$ cat src/shared/mcbd_regs.svh
// Offsets, field positions, reset values and widths of the branch decode block
`ifndef MCBD_REGS_SVH
`define MCBD_REGS_SVH

// ----------------------------------------------------------------------------
// Widths
// ----------------------------------------------------------------------------
`define MCBD_PC_W          10
`define MCBD_AXI_AW        12
`define MCBD_IDX_W         10

// ----------------------------------------------------------------------------
// Register indices, byte address is four times the index
// ----------------------------------------------------------------------------
`define MCBD_IDX_CTRL0     10'h101
`define MCBD_IDX_CTRL1     10'h102
`define MCBD_IDX_CTRL0B    10'h121
`define MCBD_IDX_CTRL1B    10'h122
`define MCBD_IDX_JUMP0     10'h130
`define MCBD_IDX_JUMP1     10'h131
`define MCBD_IDX_STATUS    10'h140

// ----------------------------------------------------------------------------
// Reset values
// ----------------------------------------------------------------------------
`define MCBD_RST_CTRL      16'h0000
`define MCBD_RST_JUMP      10'h000
`define MCBD_RST_PC        10'h000

// ----------------------------------------------------------------------------
// Instruction fields
// ----------------------------------------------------------------------------
`define MCBD_OPC_HI        15
`define MCBD_OPC_LO        10
`define MCBD_OPC_REL_CTRL  6'h08
`define MCBD_OPC_ABS_FBK   6'h0E
`define MCBD_OPC_REL_FBK   6'h05
`define MCBD_TAIL_HI       3
`define MCBD_ABS_TAIL      4'h4
`define MCBD_CPOL_BIT      9
`define MCBD_CSEL_HI       8
`define MCBD_CSEL_LO       5
`define MCBD_FSEL_HI       9
`define MCBD_FSEL_LO       6
`define MCBD_FPOL_BIT      5
`define MCBD_JSEL_BIT      4
`define MCBD_OFF_HI        4
`define MCBD_OFF_W         5

// ----------------------------------------------------------------------------
// Status word and bus answers
// ----------------------------------------------------------------------------
`define MCBD_ST_KIND_LO    10
`define MCBD_ST_KIND_HI    13
`define MCBD_ST_TAKEN      14
`define MCBD_RESP_OKAY     2'h0
`define MCBD_RESP_SLVERR   2'h2

`endif

$ cat src/shared/mcbd_pkg.sv
// Types shared by the branch decode block
`include "mcbd_regs.svh"
package mcbd_pkg;

    // ------------------------------------------------------------------------
    // Decoded instruction kind, one-hot
    // ------------------------------------------------------------------------
    typedef enum logic [3:0] {
        MCBD_KIND_NONE     = 4'h1,
        MCBD_KIND_REL_CTRL = 4'h2,
        MCBD_KIND_ABS_FBK  = 4'h4,
        MCBD_KIND_REL_FBK  = 4'h8
    } mcbd_kind_t;

    // ------------------------------------------------------------------------
    // Whole state of the top module
    // ------------------------------------------------------------------------
    typedef struct packed {
        logic [15:0]                        fb_meta;
        logic [15:0]                        fb_sync;
        logic [3:0][15:0]                   ctrl;
        logic [1:0][`MCBD_PC_W-1:0]         jump;
        logic [`MCBD_PC_W-1:0]              pc;
        logic                               taken;
        logic                               decoded;
        mcbd_kind_t                         last_kind;
        logic                               last_taken;
        logic                               aw_hold;
        logic [`MCBD_IDX_W-1:0]             aw_idx;
        logic                               w_hold;
        logic [31:0]                        w_data;
        logic [3:0]                         w_strb;
        logic                               bvalid;
        logic [1:0]                         bresp;
        logic                               rvalid;
        logic [31:0]                        rdata;
        logic [1:0]                         rresp;
    } mcbd_state_t;

endpackage

$ cat src/hw/mcbd_branch_decode.sv
// Conditional branch decode and program counter with AXI4-Lite registers
//
// What this block does
// - Taken relative jump loads counter with current instruction address plus offset.
// - Offset is five bits, two's complement, range minus sixteen to fifteen.
// - Control-bit branch jumps when issuing core's selected control bit matches polarity.
// - Four-bit select code n picks control word bit n.
// - Polarity zero wants the signal low, polarity one wants it high.
// - Opcode 001000: bit 9 polarity, bits 8-5 select, bits 4-0 offset.
// - Taken absolute feedback branch loads counter from the named jump register.
// - Jump register operand picks one of the jump registers, any target.
// - Feedback select: high-side pairs on 0-9, low-side drain on 10-15.
// - Opcode 001110 with tail 0100: select, polarity, jump register fields.
// - Opcode 000101: bits 9-6 select, bit 5 polarity, bits 4-0 offset.
// - Relative feedback branch jumps only on a feedback match.
// - Absolute feedback branch jumps only on a feedback match.
//
// The implementer's own choice: register access over AXI4-Lite.
`timescale 1ns/1ps
`include "mcbd_regs.svh"
module mcbd_branch_decode (
    input  wire logic                       aclk,
    input  wire logic                       aresetn,
    input  wire logic [`MCBD_AXI_AW-1:0]    s_axi_awaddr,
    input  wire logic                       s_axi_awvalid,
    output logic                            s_axi_awready,
    input  wire logic [31:0]                s_axi_wdata,
    input  wire logic [3:0]                 s_axi_wstrb,
    input  wire logic                       s_axi_wvalid,
    output logic                            s_axi_wready,
    output logic [1:0]                      s_axi_bresp,
    output logic                            s_axi_bvalid,
    input  wire logic                       s_axi_bready,
    input  wire logic [`MCBD_AXI_AW-1:0]    s_axi_araddr,
    input  wire logic                       s_axi_arvalid,
    output logic                            s_axi_arready,
    output logic [31:0]                     s_axi_rdata,
    output logic [1:0]                      s_axi_rresp,
    output logic                            s_axi_rvalid,
    input  wire logic                       s_axi_rready,
    input  wire logic                       instr_valid,
    input  wire logic [15:0]                instr_word,
    input  wire logic [1:0]                 core_index,
    input  wire logic [15:0]                driver_feedback,
    output logic [`MCBD_PC_W-1:0]           program_counter,
    output logic                            branch_decoded,
    output logic                            branch_taken
);
    import mcbd_pkg::*;

    // ------------------------------------------------------------------------
    // Register map helpers
    // ------------------------------------------------------------------------
    localparam logic [3:0][`MCBD_IDX_W-1:0] CTRL_IDX = {`MCBD_IDX_CTRL1B, `MCBD_IDX_CTRL0B,
                                                        `MCBD_IDX_CTRL1, `MCBD_IDX_CTRL0};

    mcbd_state_t            s;
    mcbd_state_t            next_s;
    mcbd_kind_t             eval_kind;
    logic                   eval_cond;
    logic [`MCBD_PC_W-1:0]  eval_pc;
    logic                   aw_take;
    logic                   w_take;
    logic                   ar_take;
    logic [`MCBD_IDX_W-1:0] ar_idx;

    // ------------------------------------------------------------------------
    // Condition evaluation
    // ------------------------------------------------------------------------
    // Feedback only ever seen through the second sync stage
    mcbd_cond_eval u_eval (
        .instr_word   (instr_word),
        .pc           (s.pc),
        .ctrl_word    (s.ctrl[core_index]),
        .feedback     (s.fb_sync),
        .jump_target0 (s.jump[0]),
        .jump_target1 (s.jump[1]),
        .kind         (eval_kind),
        .cond_true    (eval_cond),
        .next_pc      (eval_pc)
    );

    // ------------------------------------------------------------------------
    // Bus handshakes
    // ------------------------------------------------------------------------
    // Holding off address and data while a response waits keeps one write in flight
    assign s_axi_awready = !s.aw_hold && !s.bvalid;
    assign s_axi_wready  = !s.w_hold && !s.bvalid;
    assign s_axi_arready = !s.rvalid;
    assign aw_take       = s_axi_awvalid && s_axi_awready;
    assign w_take        = s_axi_wvalid && s_axi_wready;
    assign ar_take       = s_axi_arvalid && s_axi_arready;
    assign ar_idx        = s_axi_araddr[`MCBD_AXI_AW-1:2];

    // ------------------------------------------------------------------------
    // Next state
    // ------------------------------------------------------------------------
    always_comb begin
        next_s = s;
        next_s.fb_meta = driver_feedback;
        next_s.fb_sync = s.fb_meta;

        // Instruction step
        next_s.taken   = 1'b0;
        next_s.decoded = 1'b0;
        if (instr_valid) begin
            next_s.pc = eval_pc;
            if (eval_kind != MCBD_KIND_NONE) begin
                next_s.decoded    = 1'b1;
                next_s.taken      = eval_cond;
                next_s.last_kind  = eval_kind;
                next_s.last_taken = eval_cond;
            end
        end

        // Write channel
        if (aw_take) begin
            next_s.aw_hold = 1'b1;
            next_s.aw_idx  = s_axi_awaddr[`MCBD_AXI_AW-1:2];
        end
        if (w_take) begin
            next_s.w_hold = 1'b1;
            next_s.w_data = s_axi_wdata;
            next_s.w_strb = s_axi_wstrb;
        end
        if (s.aw_hold && s.w_hold) begin
            next_s.aw_hold = 1'b0;
            next_s.w_hold  = 1'b0;
            next_s.bvalid  = 1'b1;
            next_s.bresp   = `MCBD_RESP_SLVERR;
            for (int i = 0; i < 4; i++) begin
                if (s.aw_idx == CTRL_IDX[i]) begin
                    next_s.bresp = `MCBD_RESP_OKAY;
                    if (s.w_strb[0]) begin
                        next_s.ctrl[i][7:0] = s.w_data[7:0];
                    end
                    if (s.w_strb[1]) begin
                        next_s.ctrl[i][15:8] = s.w_data[15:8];
                    end
                end
            end
            for (int j = 0; j < 2; j++) begin
                if (s.aw_idx == `MCBD_IDX_JUMP0 + `MCBD_IDX_W'(j)) begin
                    next_s.bresp = `MCBD_RESP_OKAY;
                    if (s.w_strb[0]) begin
                        next_s.jump[j][7:0] = s.w_data[7:0];
                    end
                    if (s.w_strb[1]) begin
                        next_s.jump[j][`MCBD_PC_W-1:8] = s.w_data[`MCBD_PC_W-1:8];
                    end
                end
            end
            // Status is read-only, a write is accepted and dropped
            if (s.aw_idx == `MCBD_IDX_STATUS) begin
                next_s.bresp = `MCBD_RESP_OKAY;
            end
        end else if (s.bvalid && s_axi_bready) begin
            next_s.bvalid = 1'b0;
        end

        // Read channel
        if (ar_take) begin
            next_s.rvalid = 1'b1;
            next_s.rresp  = `MCBD_RESP_SLVERR;
            next_s.rdata  = 32'h0000_0000;
            for (int k = 0; k < 4; k++) begin
                if (ar_idx == CTRL_IDX[k]) begin
                    next_s.rresp = `MCBD_RESP_OKAY;
                    next_s.rdata = {16'h0000, s.ctrl[k]};
                end
            end
            for (int m = 0; m < 2; m++) begin
                if (ar_idx == `MCBD_IDX_JUMP0 + `MCBD_IDX_W'(m)) begin
                    next_s.rresp = `MCBD_RESP_OKAY;
                    next_s.rdata = {{(32-`MCBD_PC_W){1'b0}}, s.jump[m]};
                end
            end
            if (ar_idx == `MCBD_IDX_STATUS) begin
                next_s.rresp = `MCBD_RESP_OKAY;
                next_s.rdata[`MCBD_PC_W-1:0] = s.pc;
                next_s.rdata[`MCBD_ST_KIND_HI:`MCBD_ST_KIND_LO] = s.last_kind;
                next_s.rdata[`MCBD_ST_TAKEN] = s.last_taken;
            end
        end else if (s.rvalid && s_axi_rready) begin
            next_s.rvalid = 1'b0;
        end
    end

    // ------------------------------------------------------------------------
    // State register
    // ------------------------------------------------------------------------
    always_ff @(posedge aclk) begin
        if (!aresetn) begin
            s            <= '0;
            s.ctrl       <= {4{`MCBD_RST_CTRL}};
            s.jump       <= {2{`MCBD_RST_JUMP}};
            s.pc         <= `MCBD_RST_PC;
            s.last_kind  <= MCBD_KIND_NONE;
        end else begin
            s <= next_s;
        end
    end

    assign program_counter = s.pc;
    assign branch_decoded  = s.decoded;
    assign branch_taken    = s.taken;
    assign s_axi_bvalid    = s.bvalid;
    assign s_axi_bresp     = s.bresp;
    assign s_axi_rvalid    = s.rvalid;
    assign s_axi_rdata     = s.rdata;
    assign s_axi_rresp     = s.rresp;

    // ------------------------------------------------------------------------
    // Checks
    // ------------------------------------------------------------------------
    // Independent reference so a slip in the evaluator shows up
    logic [5:0]             chk_opc;
    logic [`MCBD_PC_W-1:0]  chk_rel;
    logic                   chk_ctrl_bit;
    logic                   chk_fbk_bit;
    logic                   chk_is_abs;
    logic                   chk_is_branch;

    assign chk_opc       = instr_word[15:10];
    assign chk_rel       = s.pc + `MCBD_PC_W'($signed(instr_word[4:0]));
    assign chk_ctrl_bit  = s.ctrl[core_index][instr_word[8:5]];
    assign chk_fbk_bit   = s.fb_sync[instr_word[9:6]];
    assign chk_is_abs    = chk_opc == 6'h0E && instr_word[3:0] == 4'h4;
    assign chk_is_branch = chk_opc == 6'h08 || chk_opc == 6'h05 || chk_is_abs;
endmodule // mcbd_branch_decode

$ cat src/hw/mcbd_cond_eval.sv
// Condition test and next program counter for the conditional branches
`timescale 1ns/1ps
`include "mcbd_regs.svh"
module mcbd_cond_eval (
    input  wire logic [15:0]            instr_word,
    input  wire logic [`MCBD_PC_W-1:0]  pc,
    input  wire logic [15:0]            ctrl_word,
    input  wire logic [15:0]            feedback,
    input  wire logic [`MCBD_PC_W-1:0]  jump_target0,
    input  wire logic [`MCBD_PC_W-1:0]  jump_target1,
    output mcbd_pkg::mcbd_kind_t        kind,
    output logic                        cond_true,
    output logic [`MCBD_PC_W-1:0]       next_pc
);
    import mcbd_pkg::*;

    logic [5:0]             opc;
    logic [`MCBD_PC_W-1:0]  rel_pc;
    logic [`MCBD_PC_W-1:0]  seq_pc;

    assign opc = instr_word[`MCBD_OPC_HI:`MCBD_OPC_LO];
    assign rel_pc = pc + {{(`MCBD_PC_W-`MCBD_OFF_W){instr_word[`MCBD_OFF_HI]}}, instr_word[`MCBD_OFF_HI:0]};
    assign seq_pc = pc + `MCBD_PC_W'(1);

    always_comb begin
        kind      = MCBD_KIND_NONE;
        cond_true = 1'b0;
        next_pc   = seq_pc;
        case (opc)
            `MCBD_OPC_REL_CTRL: begin
                kind = MCBD_KIND_REL_CTRL;
                cond_true = ctrl_word[instr_word[`MCBD_CSEL_HI:`MCBD_CSEL_LO]] == instr_word[`MCBD_CPOL_BIT];
                if (cond_true) begin
                    next_pc = rel_pc;
                end
            end
            `MCBD_OPC_REL_FBK: begin
                kind = MCBD_KIND_REL_FBK;
                cond_true = feedback[instr_word[`MCBD_FSEL_HI:`MCBD_FSEL_LO]] == instr_word[`MCBD_FPOL_BIT];
                if (cond_true) begin
                    next_pc = rel_pc;
                end
            end
            `MCBD_OPC_ABS_FBK: begin
                if (instr_word[`MCBD_TAIL_HI:0] == `MCBD_ABS_TAIL) begin
                    kind = MCBD_KIND_ABS_FBK;
                    cond_true = feedback[instr_word[`MCBD_FSEL_HI:`MCBD_FSEL_LO]] == instr_word[`MCBD_FPOL_BIT];
                    if (cond_true) begin
                        next_pc = instr_word[`MCBD_JSEL_BIT] ? jump_target1 : jump_target0;
                    end
                end
            end
            default: begin
                kind = MCBD_KIND_NONE;
            end
        endcase
    end

endmodule // mcbd_cond_eval

$ cat config.mk
export PLATFORM = sky130hd
export DESIGN_NAME = mcbd_branch_decode
export DESIGN_NICKNAME = d
export VERILOG_FILES = /design/src/shared/mcbd_pkg.sv /design/src/hw/mcbd_branch_decode.sv /design/src/hw/mcbd_cond_eval.sv
export VERILOG_INCLUDE_DIRS = /design/src /design/src/shared
export SDC_FILE = /design/constraint.sdc
export NUM_CORES = 1
export LEC_CHECK = 0
export BUFFER_PORTS_ARGS = -buffer_cell sky130_fd_sc_hd__buf_2
export CELL_PAD_IN_SITES_DETAIL_PLACEMENT = 1
export CELL_PAD_IN_SITES_GLOBAL_PLACEMENT = 1
export CORE_MARGIN = 2
export CORE_UTILIZATION = 42
export CTS_CLUSTER_DIAMETER = 40
export DETAILED_ROUTE_END_ITERATION = 10
export PLACE_DENSITY = 0.86
export SETUP_SLACK_MARGIN = 0.15
export SYNTH_ARGS = -nofsm -noshare
export SYNTH_HDL_FRONTEND = slang
export SYNTH_SLANG_ARGS = --single-unit
$ cat constraint.sdc
create_clock -name aclk -period 3 [get_ports aclk]
set_input_delay 0.3 -clock aclk [delete_from_list [all_inputs] [get_ports aclk]]
set_output_delay 0.3 -clock aclk [all_outputs]
set_load 0.02 [all_outputs]
==> results.txt, run 1 <==
The pre-CTS setup slack is 0.00583 ns. The critical-path maximum fanout is 5. The number of buffers created by CTS is 17.

The library cell used most frequently in the layout, excluding fill and tap cells, is dfxtp_1. Setup repair after global routing left no endpoint under its margin. Measured against its own limit, the worst slew margin works out to 0.404. The weighted congestion reported at the end of routability-driven placement came out at just under 0.9. The final non-filler cell area is 10,300 um^2.

The number of levels the H-tree was split into is 4. Among all stages on the critical path, the largest delay is contributed by mux4_2. The final setup TNS came out at 0 ns. The max-capacitance violation count came out at 0. The remaining antenna violation count after routing is 0.

The first-pass GRT wire length is between 40,000 and 50,000 um. The buffering stage count on the worst path with inverters included came out at 1. The critical path goes through mux4_2 > mux2_2 > nand3_1 > nand4_1 > mux2i_1 > nor3_2 > buf_4 > o21a_1 > o22ai_2 > a311o_1. The count of input and output buffers came out at roughly 110. At the later pin of the worst-skew pair, clock insertion delay measures ~0.44 ns. In the layout the commonest cells are 183 x dfxtp_1, 122 x mux2i_1, 121 x nor2_1. The routed wire length came out at around 28,000 um. The dominant register cell in the synthesized netlist is dfxtp_1. In this run the cell area of the synthesized design comes to 8890 um^2. The delay of the slowest critical-path stage is approximately 0.48 ns. The hold violation count in the final report came out at 0.

After layout, the minimum clock period comes to 2.73 ns. The count of cell types in the netlist came out at 62. The post-synthesis to final-layout area growth is 15.5%. After the first detailed-routing iteration, the DRC count stood at 616. The placeable core region is roughly 21,000 um^2.

In the final layout, the share of cells above drive strength 1 is 0.185. The number of synthesized register bits came out at about 180. The buffer cell driving the clock tree root is clkbuf_16. The clock sink count is ~180. Total power for the finished layout comes to 5430 uW.

The synthesized design contains 0 enable-type register cells. The number of antenna diodes in the final layout is 0. The number of global-route vias before repair was 8,119. Entering global routing, the biggest net connects approximately 120 pins. Synthesis handed over a netlist of slightly above 1,000 instances. Setup slack closes at 0.274 ns.

The sequential cell area fraction in the yosys report came out at 0.412. The number of cell rows came out at 53. The number of antenna violations at the first check in global routing was 2.

Broken down by cell family, the worst path's largest delay share belongs to multiplexers. The max-slew violation total from the final report is 0. After detailed routing, the number of vias per cell comes to about 5.7. In this run the vertical extent of the chip is 149 um. For this run, the number of Yosys warnings is 0.

The total grt overflow is 0. The startpoint identified for the worst register-to-register timing path is s[169]. The share of synthesized flip-flops with an asynchronous set or reset came out at 0. In this run the count of I/O pins placed on the die edge is roughly 160. Timing would allow up to ~370 MHz. The data required time of the worst path is around 3.3 ns.

Once placement finished, the instance area stood at between 9000 and 10,000 um^2. The iteration count of the initial detailed-routing pass is 8. Across every metal layer, demand over resource in global routing totals 0.252. The effective utilization at floorplan came out at 0.426. The number of hold buffers added after cts is 0. The final route contains roughly 7,900 vias. The wire-length estimate of the detail-placed layout is 19,600 um. STA classifies the critical path endpoint as a flop. The share of the cycle needed by the critical path after routing came out at 0.909. At the pin with the least slew margin, the transition time is slightly below 0.9 ns. The power per cell area came out at 529 nW/um^2.

The clock skew came out at 0.0102 ns. The count of nets after finishing is approximately 1,200. The critical path arrival is 3.06 ns. The worst setup path is launched from a flop. The run finished with clean final reports. The clock edge transition at the registers on the reported setup and hold paths came out at 0.08 ns. TritonCTS built the clock tree. The width of the die came out at 149 um. The worst setup path is of the reg2reg kind. The startpoint of the worst hold path is driver_feedback[14]. The total of endpoints with negative setup slack in the final report came out at 0. The routed length per placed instance came out at 20.1 um.

The worst min-delay path category is in2reg. The mean post-synth cell area came out at ~9 um^2. The static leakage came out at between 0.004 and 0.005 uW. The area of the die is between 20,000 and 25,000 um^2. For this run, design rule violations remaining after detail routing come to 0.

The largest buffer count on any clock path is 2. The worst-case vdd ir drop came out at slightly above 0.0004 V. The most critical setup path has its startpoint at s[169].
## final cells by class
type	instances	area [um^2]
fillers	2513	10600
multi-input cells	740	4730
flip-flops and latches	183	3660
repair buffers	154	896
clock buffers	17	425
well taps	275	344
clock inverters	15	188
inverters	7	27.5
## metrics by stage
step                      hold WS [ns]  cells  utilization
after floorplan                  0.400   1024            -
after global placement           0.421   1358        0.461
after detailed placement         0.422   1358        0.461
after CTS                       0.0446   1390        0.491
after global routing            0.0553   1391        0.492
final                           0.0560   1391        0.492
## sequential cells by signal, summed over array words and instances, names as in the netlist
register	flops
s	135
next_s	16
s_axi_rdata	16
program_counter	10
branch_decoded	1
branch_taken	1
s_axi_bresp	1
s_axi_bvalid	1
s_axi_rresp	1
s_axi_rvalid	1
## worst paths after layout
check | slack (ns) | end | cells after the start
hold reg to reg | 0.44 | s[197] | 1
setup reg to reg | 0.27 | program_counter[7] | 10
hold / removal | 0.06 | next_s[201] | 2
setup / recovery | 0.27 | program_counter[7] | 10
## power breakdown
group          switching, uW  internal (uW)  total (uW)  leakage [uW]
clock network           1120           1200        2320      0.000291
registers               72.4           2500        2570       0.00149
logic                    335            206         542       0.00260
total                   1530           3900        5430       0.00438
## layer usage
metal  vias to the layer above  share of wire  track usage
li1                       3709              -            -
met1                      3830           0.43        0.320
met2                       308           0.48        0.425
met3                        54          0.064       0.0506
met4                         4          0.023       0.0929
met5                         -         0.0010            0
## synth_stat cells (all sizes together), types with 7 or more instances
cell type / count / area, um^2
buf: 57 / 419
mux2i: 122 / 1220
a22oi: 20 / 150
nor2b: 7 / 43.8
a21oi: 72 / 360
and2: 36 / 225
nand2b: 12 / 75.1
a222oi: 13 / 130
inv: 7 / 26.3
or3: 11 / 68.8
clkbuf: 37 / 139
nand3: 35 / 175
nand2: 108 / 405
ha: 10 / 125
mux4: 7 / 165
a31oi: 10 / 62.6
nor3: 14 / 75.1
dfxtp: 183 / 3660
nor2: 121 / 454
o21ai: 37 / 189
## timing repair
| action | 4_1_cts | 5_1_grt |
|---|---|---|
| gates resized for setup | 0 | 2 |
| setup buffers | 0 | 1 |
| setup endpoints to repair | 0 | 3 |
## cell families after synthesis
logic type	count (synthesis)	synth area share
AOI/OAI and AO/OA	194	0.141
xor gates and xnor gates	12	0.0118
adders and majority gates	11	0.0163
buffers and inverters	101	0.0657
DFF	183	0.412
muxes	130	0.157
other	1	0.000422
and+or+nand+nor	375	0.196
(Power assumes the default switching activity.)
==> run 2, diff against run 1 <==
- HOLD_SLACK_MARGIN: default -> 0.1
==> run 2 against run 1 <==
Global-route usage grew 0.96 points; critical endpoint is now program_counter[5]; register-to-register slack lost 0.04 ns; largest cell class unchanged; fmax shrank 1.3%.
==> results.txt, run 2 (synthesis gave the netlist of run 1 again) <==
The final layout contains roughly 1,300 nets. The number of cells on the worst hold path is 3. The die covers around 22,000 um^2. The number of fill cells is around 2,500. The critical path is of the reg2reg type. The total of endpoints with negative setup slack in the final report is 0. The H-tree was split into 4 levels.

The run finished with clean final reports. The worst-case vdd ir drop came out at 0.000422 V. The max-slew violation total from the final report is 0. The library cell used most frequently in the layout, excluding fill and tap cells, is dfxtp_1. The total overflow left after global routing is 0. The kind of start point of the critical path is a flop.

Including well taps, the total number of placed cells is around 1,400. The die boundary height is roughly 150 um. The worst-case headroom to the max-slew limit is 0.400. The startpoint identified for the worst register-to-register timing path is s[154]. Leaving out fill and tap cells, the most frequent cells in the layout are 179 x dfxtp_1, 121 x nor2_1, 121 x mux2i_1.

The analysis attributes to net switching a power of 1550 uW. The number of antenna violations at the first check in global routing was 2. For the worst setup path, the data required time is 3.34 ns. The post-synthesis to final-layout area growth came out at 20.3%. The count of cells in the finished layout, fillers not included, comes to ~1,400. The number of DRC markers after the initial detailed-route iteration came out at roughly 630.

For this design the static power due to leakage is 0.00456 uW. The largest buffer count on any clock path is 2. The max-capacitance violation count is 0. The clock skew is 0.0111 ns.

The share of total power dissipated in combinational logic is 0.107. The clock sink count came out at around 180. The slew at the pin closest to its max-slew limit came out at between 0.8 and 0.9 ns. The weighted congestion reported at the end of routability-driven placement is 0.892. The floorplan has 53 rows. The remaining antenna violation count after routing came out at 0. The boundary pin count came out at around 160.

The routed wire length is 29,100 um. Setup repair after global routing could not meet its margin everywhere. Across every metal layer, demand over resource in global routing totals 0.262. The hold violation count in the final report came out at 0. The number of flip-flops in the largest register came out at 135. The sort of element at the end of the critical path is a flop.

The count of unresolved DRC violations after routing is 0. The buffer cell driving the clock tree root is clkbuf_16. The share of the cycle needed by the critical path after routing came out at 0.921. The worst hold path begins at s_axi_wdata[1]. The average via count per standard cell came out at 5.65. The number of cells traversed by the worst register-to-register path is 10.

The flop-to-flop setup slack is approximately 0.24 ns. The effective utilization at floorplan came out at 0.426. The worst flop-to-flop path endpoint is program_counter[5]. From left edge to right edge, the die measures about 150 um. The share of layout cells above drive strength 1 came out at 0.186.

The internal portion of the total power is ~3900 uW. After clock tree synthesis, the clock-pin slew on the worst setup and hold paths is 0.08 ns. The wire-length estimate of the detail-placed layout is between 15,000 and 20,000 um. Clock latency on the worst-skew pair, taken at its later pin, is about 0.45 ns. Of the total power, the clock network draws 0.424. The maximum number of pins on one net before global-route repair came out at 119. TritonCTS built the clock tree. The number of buffers created by CTS came out at 17. The routed via count came out at 8,079. The number of global-route vias before repair is 8,375. Dividing the detail-routed wire length by the instance count gives just over 20 um. The antenna diode instance count came out at 0. The power per cell area is slightly above 500 nW/um^2.

The switching part of the total is 0.282. The part of the power in registers is 0.469. Subtracting the final worst setup slack from the clock period gives between 2 and 3 ns.

The iteration count of the initial detailed-routing pass is 7. The register with the most flip-flops in the final layout is s. The first-pass GRT wire length came out at approximately 45,000 um.

The count of input and output buffers came out at between 100 and 150. The path class of the tightest hold or removal check is in2reg. The critical-path maximum fanout came out at 7. The fmax came out at roughly 360 MHz.

The placeable core region came out at about 21,000 um^2. The final setup TNS is 0 ns. The critical path arrival came out at around 3.1 ns. The end point of the most critical hold path is s[43].
## run 2: changes by cell type in the layout (fill, tap and decap cells not counted), sizes merged
cell,change
a21boi,+1
buf,+1
dlygate4sd3,+38
## run 2: power groups by stage
stage               Clock, uW  Combinational (uW)  Sequential [uW]
floorplan                   0                 393             2600
global placement            0                 514             2620
detailed placement          0                 531             2630
CTS                      2340                 575             2570
global route             2450                 639             2580
finish                   2330                 585             2570
## run 2: what timing repair did
action,4_1_cts,5_1_grt
setup buffers,0,2
endpoints found under the hold margin,38,0
resized for setup,0,10
setup endpoints to repair,0,6
hold buffers,38,0
## run 2: metal layers
metal	wire [um]	vias up	GRT usage
met4	824	4	0.0990
met2	14000	313	0.441
met3	1880	67	0.0573
li1	-	3782	-
met1	12400	3913	0.328
met5	29	-	0
## run 2: how the worst max path moves through the flow
stage	startpoint	endpoint	cells past startpoint
6_report	s[154]	program_counter[5]	10
5_1_grt	s[170]	program_counter[5]	10
4_1_cts	s[169]	program_counter[5]	10
3_5_place_dp	instr_word[8]	program_counter[3]	10
3_3_place_gp	instr_word[8]	program_counter[7]	9
2_1_floorplan	instr_word[8]	program_counter[7]	9
## run 2: worst max-delay path, stage by stage, from the launching register on
cell	delay, ns
dfxtp_2	0.35
mux4_2	0.46
mux2_2	0.28
nand3_1	0.08
nand4_1	0.22
mux2i_2	0.26
nor3_4	0.27
buf_4	0.19
nand2_2	0.11
a21o_1	0.19
o221a_2	0.24
## run 2: cell type report
cell class              count  area [um^2]  share of cell area
clock buffers              17          425              0.0398
well taps                 275          344              0.0322
clock inverters            15          188              0.0176
flip-flops and latches    183         3670               0.343
multi-input cells         741         4750               0.445
inverters                   7         27.5             0.00257
repair buffers            193         1280               0.120
## run 2: stage by stage
| step | utilization | hold WS, ns | setup slack, ns | power [uW] | cell area (um^2) |
|---|---|---|---|---|---|
| after floorplan | - | 0.400 | 0.329 | 2990 | 8950 |
| after CTS | 0.509 | 0.101 | 0.262 | 5490 | 10600 |
| after global placement | 0.461 | 0.421 | 0.0475 | 3130 | 9640 |
| after global routing | 0.512 | 0.117 | 0.142 | 5670 | 10700 |
| after detailed placement | 0.461 | 0.422 | 0.00583 | 3160 | 9640 |
| final | 0.512 | 0.104 | 0.238 | 5480 | 10700 |
